<file path="config.mk">
export PLATFORM = sky130hd
export DESIGN_NAME = wot_timing
export DESIGN_NICKNAME = d
export VERILOG_FILES = /design/src/verilog/wot_pkg.sv /design/src/verilog/wot_timing.sv
export VERILOG_INCLUDE_DIRS = /design/src /design/src/verilog
export SDC_FILE = /design/constraint.sdc
export NUM_CORES = 1
export LEC_CHECK = 0
export BUFFER_PORTS_ARGS = -buffer_cell sky130_fd_sc_hd__buf_2
export CAP_MARGIN = 15
export CORE_MARGIN = 2
export CORE_UTILIZATION = 25
export CTS_BUF_LIST = sky130_fd_sc_hd__clkbuf_16
export DETAILED_ROUTE_END_ITERATION = 12
export HOLD_SLACK_MARGIN = 0.1
export PLACE_DENSITY = 0.45
export SLEW_MARGIN = 5
export SYNTH_ARGS = -nofsm -noshare
export SYNTH_HDL_FRONTEND = slang
export SYNTH_SLANG_ARGS = --single-unit
</file>
<file path="constraint.sdc">
create_clock -name pclk -period 2.8 [get_ports pclk]
set_input_delay 0.56 -clock pclk [delete_from_list [all_inputs] [get_ports pclk]]
set_output_delay 0.56 -clock pclk [all_outputs]
set_load 0.02 [all_outputs]
</file>
<file path="src/verilog/wot_regs.svh">
`ifndef WOT_REGS_SVH
`define WOT_REGS_SVH
// ****************************************************************
// register offsets
// ****************************************************************
`define WOT_ADDR_W       12
`define WOT_OFS_CTRL     12'h000
`define WOT_OFS_BEGIN    12'h004
`define WOT_OFS_HOLD     12'h008
`define WOT_OFS_CLOCK    12'h00C
`define WOT_OFS_DIVISOR  12'h010
`define WOT_OFS_DELAY    12'h014
`define WOT_OFS_COUNT    12'h018
`define WOT_OFS_EXPORT   12'h01C
`define WOT_OFS_STATUS   12'h020
`define WOT_OFS_DONE_CNT 12'h024
// ****************************************************************
// field positions
// ****************************************************************
`define WOT_CTRL_ARM     0
`define WOT_CTRL_START   1
`define WOT_CTRL_STOP    2
`define WOT_CTRL_FINITE  3
`define WOT_CTRL_AUTO    4
`define WOT_SRC_LSB      0
`define WOT_SRC_MSB      4
`define WOT_EDGE_FALL    5
`define WOT_TRIG_EN      6
`define WOT_CLK_MODE_LSB 0
`define WOT_CLK_MODE_MSB 1
`define WOT_CLK_SRC_LSB  2
`define WOT_CLK_SRC_MSB  6
`define WOT_CLK_FALL     7
`define WOT_TB_SRC_LSB   8
`define WOT_TB_SRC_MSB   12
`define WOT_EXP_PFI_CLK  16
`define WOT_EXP_RTSI_LSB 17
`define WOT_EXP_RTSI_MSB 24
`define WOT_EXP_RSEL_LSB 25
`define WOT_EXP_RSEL_MSB 26
// ****************************************************************
// source indices and reset values
// ****************************************************************
`define WOT_SRC_STAR     5'h18
`define WOT_SRC_AIREF    5'h19
`define WOT_SRC_AIBEG    5'h1A
`define WOT_SRC_CMP      5'h1B
`define WOT_SRC_GPCNT    5'h1C
`define WOT_SRC_TB20M    5'h1D
`define WOT_SRC_TB100K   5'h1E
`define WOT_SRC_CLK10    5'h1F
`define WOT_DELAY_RST    24'h000002
`define WOT_DIVISOR_RST  24'h000002
`endif

</file>
<file path="src/verilog/wot_pkg.sv">
package wot_pkg;
  typedef enum logic [1:0] {
    WOT_IDLE  = 2'b00,
    WOT_ARMED = 2'b01,
    WOT_DELAY = 2'b11,
    WOT_RUN   = 2'b10
  } wot_state_e;
  typedef enum logic [1:0] {
    WOT_CLK_DIV  = 2'b00,
    WOT_CLK_GP   = 2'b01,
    WOT_CLK_EXT  = 2'b10,
    WOT_CLK_RSVD = 2'b11
  } wot_clk_mode_e;
  typedef enum logic [1:0] {
    WOT_RSEL_BEGIN  = 2'b00,
    WOT_RSEL_UPDATE = 2'b01,
    WOT_RSEL_HOLD   = 2'b10,
    WOT_RSEL_NONE   = 2'b11
  } wot_rsel_e;
  typedef logic [23:0] wot_cnt_t;
endpackage

</file>
<file path="src/verilog/wot_timing.sv">
`include "wot_regs.svh"
// Overview of operation
// - generation begins on selected start trigger, or software command alone
// - digital start trigger acts on configured rising or falling edge
// - comparator start trigger acts on its first rising edge
// - exported start trigger is an active-high pulse; terminals default input
// - active hold trigger masks all sample updates
// - hold never aborts a sample under way; acts from next sample
// - onboard divided clock resumes immediately when hold releases
// - other clock sources resume only on a further clock edge
// - digital hold trigger active level is configurable high or low
// - comparator hold trigger pauses while comparison event is high
// - each accepted sample updates every converter channel together
// - update launched on configured rising or falling update clock edge
// - update clock from timebase divider, counter output, or external source
// - exported update clock is driven active low
// - start trigger starts divider; stopped by hardware or software
// - configurable delay before first internal sample, default two ticks
// - timebase selectable from 20 MHz, 100 kHz, 10 MHz, terminals, comparator
// - timebase never exported to any connector terminal
// - hold trigger exported only on interboard trigger lines
// - each sample event fetches next FIFO word into converters
// - finite mode stops generation after programmed sample count
module wot_timing
  import wot_pkg::*;
(
  input  wire logic                   pclk,
  input  wire logic                   presetn,
  input  wire logic                   psel,
  input  wire logic                   penable,
  input  wire logic                   pwrite,
  input  wire logic [`WOT_ADDR_W-1:0] paddr,
  input  wire logic [31:0]            pwdata,
  output logic [31:0]                 prdata,
  output logic                        pready,
  output logic                        pslverr,
  input  wire logic [15:0]            programmable_function_terminals_in,
  input  wire logic [7:0]             interboard_trigger_lines_in,
  input  wire logic                   backplane_star_trigger,
  input  wire logic                   backplane_10mhz_clock,
  input  wire logic                   input_reference_trigger,
  input  wire logic                   input_begin_trigger,
  input  wire logic                   comparison_event,
  input  wire logic                   gp_counter_out,
  input  wire logic                   timebase_20mhz,
  input  wire logic                   timebase_100khz,
  output logic [15:0]                 programmable_function_terminals_out,
  output logic [15:0]                 programmable_function_terminals_oe_n,
  output logic [7:0]                  interboard_trigger_lines_out,
  output logic [7:0]                  interboard_trigger_lines_oe_n,
  output logic                        output_begin_trigger,
  output logic                        dac_update,
  output logic                        fifo_pop
);
  import wot_pkg::*;

  // ****************************************************************
  // state
  // ****************************************************************
  typedef struct packed {
    wot_state_e  st;
    logic [4:0]  ctrl;
    logic [6:0]  begin_cfg;
    logic [6:0]  hold_cfg;
    logic [12:0] clk_cfg;
    wot_cnt_t    divisor;
    wot_cnt_t    delay;
    wot_cnt_t    count;
    logic [26:0] exp_cfg;
    wot_cnt_t    cnt;
    wot_cnt_t    remain;
    wot_cnt_t    done_cnt;
    logic        pending;
    logic        prev_begin;
    logic        prev_clk;
    logic        prev_tb;
    logic        pready;
    logic        pslverr;
    logic [31:0] prdata;
    logic        begin_pulse;
    logic        update;
    logic [15:0] pfi_out;
    logic [15:0] pfi_oe_n;
    logic [7:0]  rtsi_out;
    logic [7:0]  rtsi_oe_n;
  } wot_state_s;

  wot_state_s s_ff;
  wot_state_s nxt_s;

  // ****************************************************************
  // helpers
  // ****************************************************************
  function automatic logic edge_hit(input logic cur, input logic prev, input logic fall);
    return fall ? (prev & ~cur) : (cur & ~prev);
  endfunction

  function automatic logic reg_hit(input logic [`WOT_ADDR_W-1:0] a);
    return (a <= `WOT_OFS_DONE_CNT) && (a[1:0] == 2'b00);
  endfunction

  logic [31:0]   src;
  logic          apb_wr;
  logic          sw_start;
  logic          cur_begin;
  logic          begin_edge;
  logic          begin_ev;
  logic          hold_act;
  logic          cur_tb;
  logic          tb_tick;
  logic          cur_clk;
  logic          upd_edge;
  logic          div_mode;
  logic          raw;
  logic          fin_block;
  logic          fire;
  wot_clk_mode_e cmode;
  wot_rsel_e     rsel;

  // comparator sits on its own index so both triggers can use it
  assign src = {backplane_10mhz_clock, timebase_100khz, timebase_20mhz, gp_counter_out,
                comparison_event, input_begin_trigger, input_reference_trigger,
                backplane_star_trigger, interboard_trigger_lines_in,
                programmable_function_terminals_in};

  // ****************************************************************
  // next state
  // ****************************************************************
  always_comb begin
    nxt_s = s_ff;
    nxt_s.begin_pulse = 1'b0;
    nxt_s.update = 1'b0;
    apb_wr = psel & penable & s_ff.pready & pwrite;
    sw_start = apb_wr && (paddr == `WOT_OFS_CTRL) && pwdata[`WOT_CTRL_START];
    cmode = wot_clk_mode_e'(s_ff.clk_cfg[`WOT_CLK_MODE_MSB:`WOT_CLK_MODE_LSB]);
    rsel = wot_rsel_e'(s_ff.exp_cfg[`WOT_EXP_RSEL_MSB:`WOT_EXP_RSEL_LSB]);
    div_mode = (cmode == WOT_CLK_DIV);

    cur_begin = src[s_ff.begin_cfg[`WOT_SRC_MSB:`WOT_SRC_LSB]];
    nxt_s.prev_begin = cur_begin;
    if (s_ff.begin_cfg[`WOT_SRC_MSB:`WOT_SRC_LSB] == `WOT_SRC_CMP) begin
      begin_edge = edge_hit(cur_begin, s_ff.prev_begin, 1'b0);
    end else begin
      begin_edge = edge_hit(cur_begin, s_ff.prev_begin, s_ff.begin_cfg[`WOT_EDGE_FALL]);
    end
    begin_ev = sw_start | (s_ff.begin_cfg[`WOT_TRIG_EN] & begin_edge);

    if (s_ff.hold_cfg[`WOT_SRC_MSB:`WOT_SRC_LSB] == `WOT_SRC_CMP) begin
      hold_act = s_ff.hold_cfg[`WOT_TRIG_EN] & comparison_event;
    end else begin
      hold_act = s_ff.hold_cfg[`WOT_TRIG_EN]
               & (src[s_ff.hold_cfg[`WOT_SRC_MSB:`WOT_SRC_LSB]]
                  ^ s_ff.hold_cfg[`WOT_EDGE_FALL]);
    end

    // timebase select; sampled at pclk, so fast timebases alias
    cur_tb = src[s_ff.clk_cfg[`WOT_TB_SRC_MSB:`WOT_TB_SRC_LSB]];
    nxt_s.prev_tb = cur_tb;
    tb_tick = edge_hit(cur_tb, s_ff.prev_tb, 1'b0);

    cur_clk = (cmode == WOT_CLK_GP) ? gp_counter_out
            : src[s_ff.clk_cfg[`WOT_CLK_SRC_MSB:`WOT_CLK_SRC_LSB]];
    nxt_s.prev_clk = cur_clk;
    upd_edge = edge_hit(cur_clk, s_ff.prev_clk, s_ff.clk_cfg[`WOT_CLK_FALL]);

    fin_block = s_ff.ctrl[`WOT_CTRL_FINITE] && (s_ff.remain == '0);
    raw = 1'b0;
    fire = 1'b0;

    unique case (s_ff.st)
      WOT_IDLE: begin
        if (apb_wr && (paddr == `WOT_OFS_CTRL) && pwdata[`WOT_CTRL_ARM]) begin
          nxt_s.st = WOT_ARMED;
          nxt_s.remain = s_ff.count;
          nxt_s.done_cnt = '0;
          nxt_s.pending = 1'b0;
        end
      end
      WOT_ARMED: begin
        if (begin_ev) begin
          nxt_s.begin_pulse = 1'b1;
          if (div_mode) begin
            nxt_s.st = WOT_DELAY;
            nxt_s.cnt = s_ff.delay;
          end else begin
            nxt_s.st = WOT_RUN;
          end
        end
      end
      WOT_DELAY: begin
        if (tb_tick) begin
          if (s_ff.cnt <= 24'h000001) begin
            raw = 1'b1;
            nxt_s.cnt = s_ff.divisor;
            nxt_s.st = WOT_RUN;
          end else begin
            nxt_s.cnt = s_ff.cnt - 24'h000001;
          end
        end
      end
      WOT_RUN: begin
        if (div_mode) begin
          if (tb_tick) begin
            if (s_ff.cnt <= 24'h000001) begin
              raw = 1'b1;
              nxt_s.cnt = s_ff.divisor;
            end else begin
              nxt_s.cnt = s_ff.cnt - 24'h000001;
            end
          end
        end else begin
          raw = upd_edge;
        end
      end
    endcase

    if ((s_ff.st == WOT_DELAY) || (s_ff.st == WOT_RUN)) begin
      // hold masks; checked only when a sample starts
      if (raw && !hold_act && !fin_block) begin
        fire = 1'b1;
        nxt_s.pending = 1'b0;
      end else if (raw && div_mode) begin
        nxt_s.pending = 1'b1;
      end else if (s_ff.pending && div_mode && !hold_act && !fin_block) begin
        fire = 1'b1;
        nxt_s.pending = 1'b0;
      end
      // other sources simply wait for next edge
      if (!div_mode) begin
        nxt_s.pending = 1'b0;
      end
    end

    if (fire) begin
      nxt_s.update = 1'b1;
      nxt_s.done_cnt = s_ff.done_cnt + 24'h000001;
      if (s_ff.ctrl[`WOT_CTRL_FINITE]) begin
        nxt_s.remain = s_ff.remain - 24'h000001;
        if ((s_ff.remain == 24'h000001) && s_ff.ctrl[`WOT_CTRL_AUTO]) begin
          nxt_s.st = WOT_IDLE;
        end
      end
    end

    // ****************************************************************
    // apb slave: one wait state, data prepared in setup cycle
    // ****************************************************************
    nxt_s.pready = psel & ~penable;
    if (psel && !penable) begin
      nxt_s.pslverr = !reg_hit(paddr);
      unique case (paddr)
        `WOT_OFS_CTRL:     nxt_s.prdata = {27'h0, s_ff.ctrl};
        `WOT_OFS_BEGIN:    nxt_s.prdata = {25'h0, s_ff.begin_cfg};
        `WOT_OFS_HOLD:     nxt_s.prdata = {25'h0, s_ff.hold_cfg};
        `WOT_OFS_CLOCK:    nxt_s.prdata = {19'h0, s_ff.clk_cfg};
        `WOT_OFS_DIVISOR:  nxt_s.prdata = {8'h0, s_ff.divisor};
        `WOT_OFS_DELAY:    nxt_s.prdata = {8'h0, s_ff.delay};
        `WOT_OFS_COUNT:    nxt_s.prdata = {8'h0, s_ff.count};
        `WOT_OFS_EXPORT:   nxt_s.prdata = {5'h0, s_ff.exp_cfg};
        `WOT_OFS_STATUS:   nxt_s.prdata = {27'h0, fin_block, hold_act, s_ff.pending,
                                           s_ff.st};
        `WOT_OFS_DONE_CNT: nxt_s.prdata = {8'h0, s_ff.done_cnt};
        default:           nxt_s.prdata = 32'h0000_0000;
      endcase
    end
    if (apb_wr) begin
      unique case (paddr)
        `WOT_OFS_CTRL: begin
          nxt_s.ctrl = {pwdata[`WOT_CTRL_AUTO:`WOT_CTRL_FINITE], 3'h0};
          if (pwdata[`WOT_CTRL_STOP]) begin
            nxt_s.st = WOT_IDLE;
          end
        end
        `WOT_OFS_BEGIN:   nxt_s.begin_cfg = pwdata[6:0];
        `WOT_OFS_HOLD:    nxt_s.hold_cfg = pwdata[6:0];
        `WOT_OFS_CLOCK:   nxt_s.clk_cfg = pwdata[12:0];
        `WOT_OFS_DIVISOR: nxt_s.divisor = pwdata[23:0];
        `WOT_OFS_DELAY:   nxt_s.delay = pwdata[23:0];
        `WOT_OFS_COUNT:   nxt_s.count = pwdata[23:0];
        `WOT_OFS_EXPORT:  nxt_s.exp_cfg = pwdata[26:0];
        default: begin
        end
      endcase
    end

    // ****************************************************************
    // terminal export; timebase has no path out
    // ****************************************************************
    // timebase absent, high pulse, active-low clock
    nxt_s.pfi_oe_n = ~nxt_s.exp_cfg[15:0];
    nxt_s.pfi_out = nxt_s.exp_cfg[`WOT_EXP_PFI_CLK] ? {16{~nxt_s.update}}
                  : {16{nxt_s.begin_pulse}};
    nxt_s.pfi_out = nxt_s.pfi_out & nxt_s.exp_cfg[15:0];
    nxt_s.rtsi_oe_n = ~nxt_s.exp_cfg[`WOT_EXP_RTSI_MSB:`WOT_EXP_RTSI_LSB];
    unique case (wot_rsel_e'(nxt_s.exp_cfg[`WOT_EXP_RSEL_MSB:`WOT_EXP_RSEL_LSB]))
      WOT_RSEL_BEGIN:  nxt_s.rtsi_out = {8{nxt_s.begin_pulse}};
      WOT_RSEL_UPDATE: nxt_s.rtsi_out = {8{~nxt_s.update}};
      WOT_RSEL_HOLD:   nxt_s.rtsi_out = {8{hold_act}};
      WOT_RSEL_NONE:   nxt_s.rtsi_out = 8'h00;
    endcase
    nxt_s.rtsi_out = nxt_s.rtsi_out & nxt_s.exp_cfg[`WOT_EXP_RTSI_MSB:`WOT_EXP_RTSI_LSB];
    if (rsel == WOT_RSEL_NONE) begin
      nxt_s.rtsi_oe_n = nxt_s.rtsi_oe_n;
    end
  end

  // ****************************************************************
  // registers
  // ****************************************************************
  always_ff @(posedge pclk or negedge presetn) begin
    if (!presetn) begin
      s_ff <= '0;
      s_ff.delay <= `WOT_DELAY_RST;
      s_ff.divisor <= `WOT_DIVISOR_RST;
      s_ff.pfi_oe_n <= 16'hFFFF;
      s_ff.rtsi_oe_n <= 8'hFF;
    end else begin
      s_ff <= nxt_s;
    end
  end

  assign prdata = s_ff.prdata;
  assign pready = s_ff.pready;
  assign pslverr = s_ff.pslverr;
  assign programmable_function_terminals_out = s_ff.pfi_out;
  assign programmable_function_terminals_oe_n = s_ff.pfi_oe_n;
  assign interboard_trigger_lines_out = s_ff.rtsi_out;
  assign interboard_trigger_lines_oe_n = s_ff.rtsi_oe_n;
  assign output_begin_trigger = s_ff.begin_pulse;
  assign dac_update = s_ff.update;
  assign fifo_pop = s_ff.update;
endmodule
</file>
# --- Word-level counts from Yosys, hierarchy flattened ---
# Index checks and enable logic that the tools add are counted.
word_totals:
  reg_bits: 290
  input_bits: 81
  out_inout_bits: 85
  word_cells: 178
op_classes:
  addsub: 3
  n_lt_le_gt_ge: 6
  eq_ne: 22
  muxes: 61
  bitwise: 25
  n_reduce_logical: 36
op_table:
  columns: ["op", "count"]
  rows:
  - ["27-bit one-hot mux with 10 select lines", 1]
  - ["24-bit 2-to-1 mux", 9]
  - ["133-bit 2-to-1 mux", 1]
  - ["49-bit 2-to-1 mux", 2]
  - ["24-bit one-hot mux with 3 select lines", 1]
  - ["12-bit by 5-bit == test with 1-bit output (second input constant)", 4]
  - ["48-bit 2-to-1 mux", 1]
  - ["24-bit by 1-bit subtractor with 24-bit output (second input constant)", 2]
  - ["8-bit one-hot mux with 4 select lines", 1]
  - ["27-bit 2-to-1 mux", 1]
  - ["1-bit 2-to-1 mux", 25]
  - ["24-bit by 1-bit adder with 24-bit output (second input constant)", 1]
  - ["12-bit by 4-bit == test with 1-bit output (second input constant)", 2]
  - ["12-bit by 6-bit == test with 1-bit output (second input constant)", 2]
  - ["24-bit by 1-bit == test with 1-bit output (second input constant)", 1]
  - ["24-bit by 1-bit <= comparator with 1-bit output (second input constant)", 1]
  - ["24-bit zero test", 1]
  - ["5-bit by 6-bit less-than comparator with 1-bit output (second input constant)", 4]
  - ["7-bit 2-to-1 mux", 3]
  - ["1-bit binary-select mux with 5-bit select", 4]
  - ["16-bit AND", 1]
  - ["16-bit 2-to-1 mux", 1]
  - ["2-bit 2-to-1 mux", 8]
  - ["16-bit inverter", 1]
  - ["24 further kinds", 75]

# --- Logic depth before layout (Yosys ltp) ---
logic_depth:
  depth_word: 19
  depth_mapped: 13

# --- Worst setup path after synthesis ---
# No wires, ideal clock.
synth_path:
  path_kind: "register to register"
  startpoint: "register s_ff[152] (netlist bit)"
  endpoint: "register s_ff[96] (netlist bit)"
  setup_time_ns: 0.118
  arrival_time_ns: 2.753
  path_slack_ns: -0.071
  stages_incl_launch_ff: 11
  path_buffers: 1
  period_less_slack_ns: 2.871
  cell_sequence: "dfrtp_1 > or3_4 > or4_4 > nor2_2 > nand3_1 > a311o_1 > a21oi_2 > o2111ai_2 > buf_2 > mux2_4 > a21o_1"
synth_between:
  elab_chain_cells: 11
  word_cells_on_any_way: 15
  cone_classes: "order compare (1); mux (8); reduce/logical (6)"
synth_rtl:
  columns: ["element", "line", "text"]
  rows:
  - ["start, declared", "wot_timing.sv:88", "wot_state_s s_ff;"]
  - ["start signal, assigned", "wot_timing.sv:318", "s_ff <= nxt_s;"]
  - ["24-bit by 1-bit <= comparator with 1-bit output *", "wot_timing.sv:192, wot_timing.sv:204", null]
  - ["1-bit 2-to-1 mux *", "wot_timing.sv:192, wot_timing.sv:204", null]
  - ["1-bit 2-to-1 mux *", "wot_timing.sv:203", "if (tb_tick) begin"]
  - ["1-bit 2-to-1 mux", "wot_timing.sv:202", "if (div_mode) begin"]
  - ["1-bit one-hot mux with 2 select lines *", "wot_timing.sv:170", "unique case (s_ff.st)"]
  - ["1-bit logical AND (on tied branches)", "wot_timing.sv:222, wot_timing.sv:219", null]
  - ["1-bit 2-to-1 mux or 1-bit logical AND (tied branches)", "wot_timing.sv:222, wot_timing.sv:219", null]
  - ["1-bit 2-to-1 mux *", "wot_timing.sv:219", "if (raw && !hold_act && !fin_block) begin"]
  - ["1-bit 2-to-1 mux *", "wot_timing.sv:217", "if ((s_ff.st == WOT_DELAY) || (s_ff.st == WOT_RUN)) begin"]
  - ["2-bit nonzero test (no line)", null, null]
  - ["2-bit AND reduction (no line)", null, null]
# Mark *: on every way between the ends. The rest lies on a longest branch, timed or not.
# A chain may end at the register's enable or synchronous reset.

# --- Final worst setup path ---
# Same ends and word-level chain as after synthesis.

==> results.py <==
metrics = {
    "sta": {
        "setup_viol": 98,
        "period_share_pct": 110,
        "final_max_slew_viol_count": 0,
        "rsz0062_at_grt": "yes",
        "fmax_mhz": 324,
        "hold_viol_final": 0,
        "tightest_slew_ns": 0.649,
        "setup_slack_ns": -0.290,
        "clock_skew_ns": 0.0274,
        "slew_headroom_pct": 56.7,
        "whs_ns": 0.218,
        "min_period_ns": 3.09,
    },
    "floorplan": {
        "rows": 89,
        "io_pins": 166,
        "die_h_um": 249,
        "die_area_um2": 62000,
        "start_util_pct": 25.3,
        "die_w_um": 249,
        "coreArea_um2": 59200,
    },
    "run_status": {
        "violations": "negative setup slack",
        "run_status": "finished with violations",
    },
    "yosys": {
        "muxShareOfSynthArea_pct": 15.6,
        "async_reset_ff_share_pct": 100,
        "synth_edf_count": 0,
        "synthFlopType": "dfrtp_1",
        "ys_warn_count": 0,
        "synth-adder-area-share_pct": 0.417,
        "synth_xor_xnor_area_share_pct": 1.17,
        "synth_commonest_cells": "259 x dfrtp_1, 130 x nor2_1, 103 x mux2_2, 89 x nand2_1, 86 x buf_4",
        "ys_seq_area_share_pct": 47.7,
        "yosys_register_bits": 285,
        "synthCells": 1423,
        "synth_area_leaders": "dfrtp_1 43%, mux2_2 7.7%, mux2i_1 5.1%",
        "synth_top_family_by_area": "multiplexers",
        "synth_area_leader_cell": "dfrtp_1",
        "synthSimpleGateAreaFrac_pct": 13.1,
        "syn_area_um2": 15000,
        "synth_cell_types": 73,
        "synth-compound-area-share_pct": 14.3,
        "synth_top_cell_area_share_pct": 43.2,
        "avgSynthCellArea_um2": 10.6,
        "synth_most_common_cell": "dfrtp_1",
    },
    "critical_path": {
        "worstReg2RegEnd": "s_ff[96]",
        "r2r-start": "s_ff[152]",
        "reg2reg_setup_slack_ns": -0.29,
        "criticalPathCategory": "flip-flop to flip-flop",
        "critPathLaunchType": "flip-flop",
        "path_max_fanout": 9,
        "critPathCaptureType": "flip-flop",
        "critPathRequiredTime_ns": 3.22,
        "worst_ep_arrival_time_ns": 3.51,
        "r2r_cells": 10,
    },
    "detailed_routing": {
        "via_count": 12400,
        "via_per_inst": 4.97,
        "route.detailed.drc": 0,
        "wl_per_cell_um": 21.5,
        "drt-total-wl_um": 53500,
        "drtIter0Drc": 772,
        "ant_nets": 0,
        "drt_first_pass_iters": 6,
    },
    "place": {
        "dp_cells": 2400,
        "place_ws_ns": -0.495,
        "place.gp.congestion": 0.889,
        "hpwl_um": 39100,
        "numPortBuffers": 155,
    },
    "power": {
        "irDropWorstVdd_uv": 293,
        "power.total_mw": 9.57,
        "p_leak_nw": 9.00,
        "powerDensity_nw_per_um2": 479,
    },
    "cells_and_area": {
        "drive_above_1_share_pct": 41.8,
        "layoutNonFillerInstCount": 2489,
        "multiInputGateArea_um2": 7510,
        "n_fill_cell": 6041,
        "fin_util_pct": 33.7,
        "area_growth_pct": 33.0,
        "final-seq-area_um2": 7170,
        "num_antenna_cells": 0,
        "nets": 1777,
    },
    "global_route": {
        "grt_pass1_wl_um": 80800,
        "grt_max_degree": 67,
        "grt_antenna_before_repair": 1,
        "gr-usage-all-layers_pct": 17.0,
        "grt-ovfl-total": 0,
        "grt_pass1_vias": 12700,
    },
    "clock_tree": {
        "cts_sinks": 285,
        "htree_levels": 2,
        "cts-root-buf": "clkbuf_16",
        "numCtsBuffers": 34,
        "cts_tree": "built",
        "cts.clk_slew.worst_paths_ns": 0.06,
        "insertion_delay_ns": 0.53,
        "clockBufferDepth": 3,
    },
    "flow_run": {
        "drv_cap": 0,
    },
    "min_path": {
        "hold_start": "pwdata[24]",
        "hold_depth": 2,
        "hold_path.class": "primary input to flip-flop",
        "holdPathEnd": "interboard_trigger_lines_oe_n[7]",
    },
}
## where the power goes
part / switching, mW / leakage (nW) / internal, mW
clock network: 1.86 / 0.575 / 2.74
logic: 0.448 / 4.78 / 0.340
registers: 0.0271 / 3.65 / 4.16
total: 2.33 / 9.00 / 7.24
## worst max path at each step
stage               cells past startpoint                            from  slack [ns]                                       to
floorplan                              10                       s_ff[152]       -0.05                                s_ff[109]
global placement                       15  interboard_trigger_lines_in[4]       -0.53  programmable_function_terminals_out[10]
detailed placement                     13  interboard_trigger_lines_in[3]       -0.49   programmable_function_terminals_out[3]
CTS                                    11                       s_ff[154]       -0.27                                s_ff[119]
global route                           13                       s_ff[261]       -0.39                                s_ff[123]
finish                                 10                       s_ff[152]       -0.29                                 s_ff[96]
## what timing repair did
action / 4_1_cts / 5_1_grt
setup endpoints to repair: 99 / 99
pin swaps: 16 / 14
hold endpoints to repair: 43 / 0
hold buffers: 1 / 0
cloned: 4 / 3
resized for setup: 102 / 87
setup buffers: 16 / 11
## cell usage in the layout (no fill, tap or decap), types with 19 or more instances in the layout
cell         n
nand3_1     29
buf_2      154
a21o_1      21
mux2_2     103
dfrtp_1    257
nor2_1      92
clkbuf_16   38
o21ai_0     25
buf_4      170
nor3_1      34
nand2_1     88
inv_1       62
buf_12      26
nor2_4      20
buf_6       20
a21oi_2     24
a22oi_1     29
mux2i_1     77
dfstp_2     26
a21oi_1     42
nor2_2      19
## state kept, by name, indices dropped and copies added, names as in the netlist
signal and count:
s_ff 202, prdata 27, programmable_function_terminals_oe_n 16, programmable_function_terminals_out 16
interboard_trigger_lines_oe_n 8, interboard_trigger_lines_out 8, cmode 2, rsel 2
dac_update 1, output_begin_trigger 1, pready 1, pslverr 1
## through the flow
step	setup TNS, ns	instance area (um2)
final	-19.52	20000
after global routing	-28.54	20000
after floorplan	-0.500	15000
after CTS	-17.87	19500
after detailed placement	-37.63	17700
after global placement	-37.24	17700
## cell families (layout without fill, tap and decap cells)
| group | count (synthesis) | count (layout) |
|---|---|---|
| fa+ha+maj | 5 | 5 |
| buf+inv | 210 | 499 |
| other cells | 1 | 5 |
| xor+xnor | 20 | 20 |
| flops | 285 | 285 |
| mux | 199 | 199 |
| simple gates | 407 | 407 |
| compound gates | 296 | 296 |
## per-layer routing
layer	global-route usage, %	wire length (um)	vias up
li1	-	-	5708
met1	22.3	23100	6268
met2	28.0	25400	317
met3	3.28	3010	80
met4	6.23	1990	2
met5	0	10	-
## worst max-delay path, cell delays in order, from the launching register on
cell and delay (ns):
dfrtp_1 0.39, or3_4 0.37, or4_4 0.45, nor2_4 0.14, nand3_2 0.11, a311o_1 0.38
a21oi_4 0.22, o2111ai_4 0.22, buf_6 0.22, mux2_4 0.29, a21o_1 0.17
## final cells by class
cell class / count / area share (%)
clock inverter: 26 / 1.27
tap: 773 / 4.84
multi-input combinational: 932 / 37.6
inverter: 59 / 1.11
timing repair buffer: 379 / 14.9
sequential: 285 / 35.9
clock buffer: 35 / 4.39
Note: power is estimated with default switching activity, not from simulation.
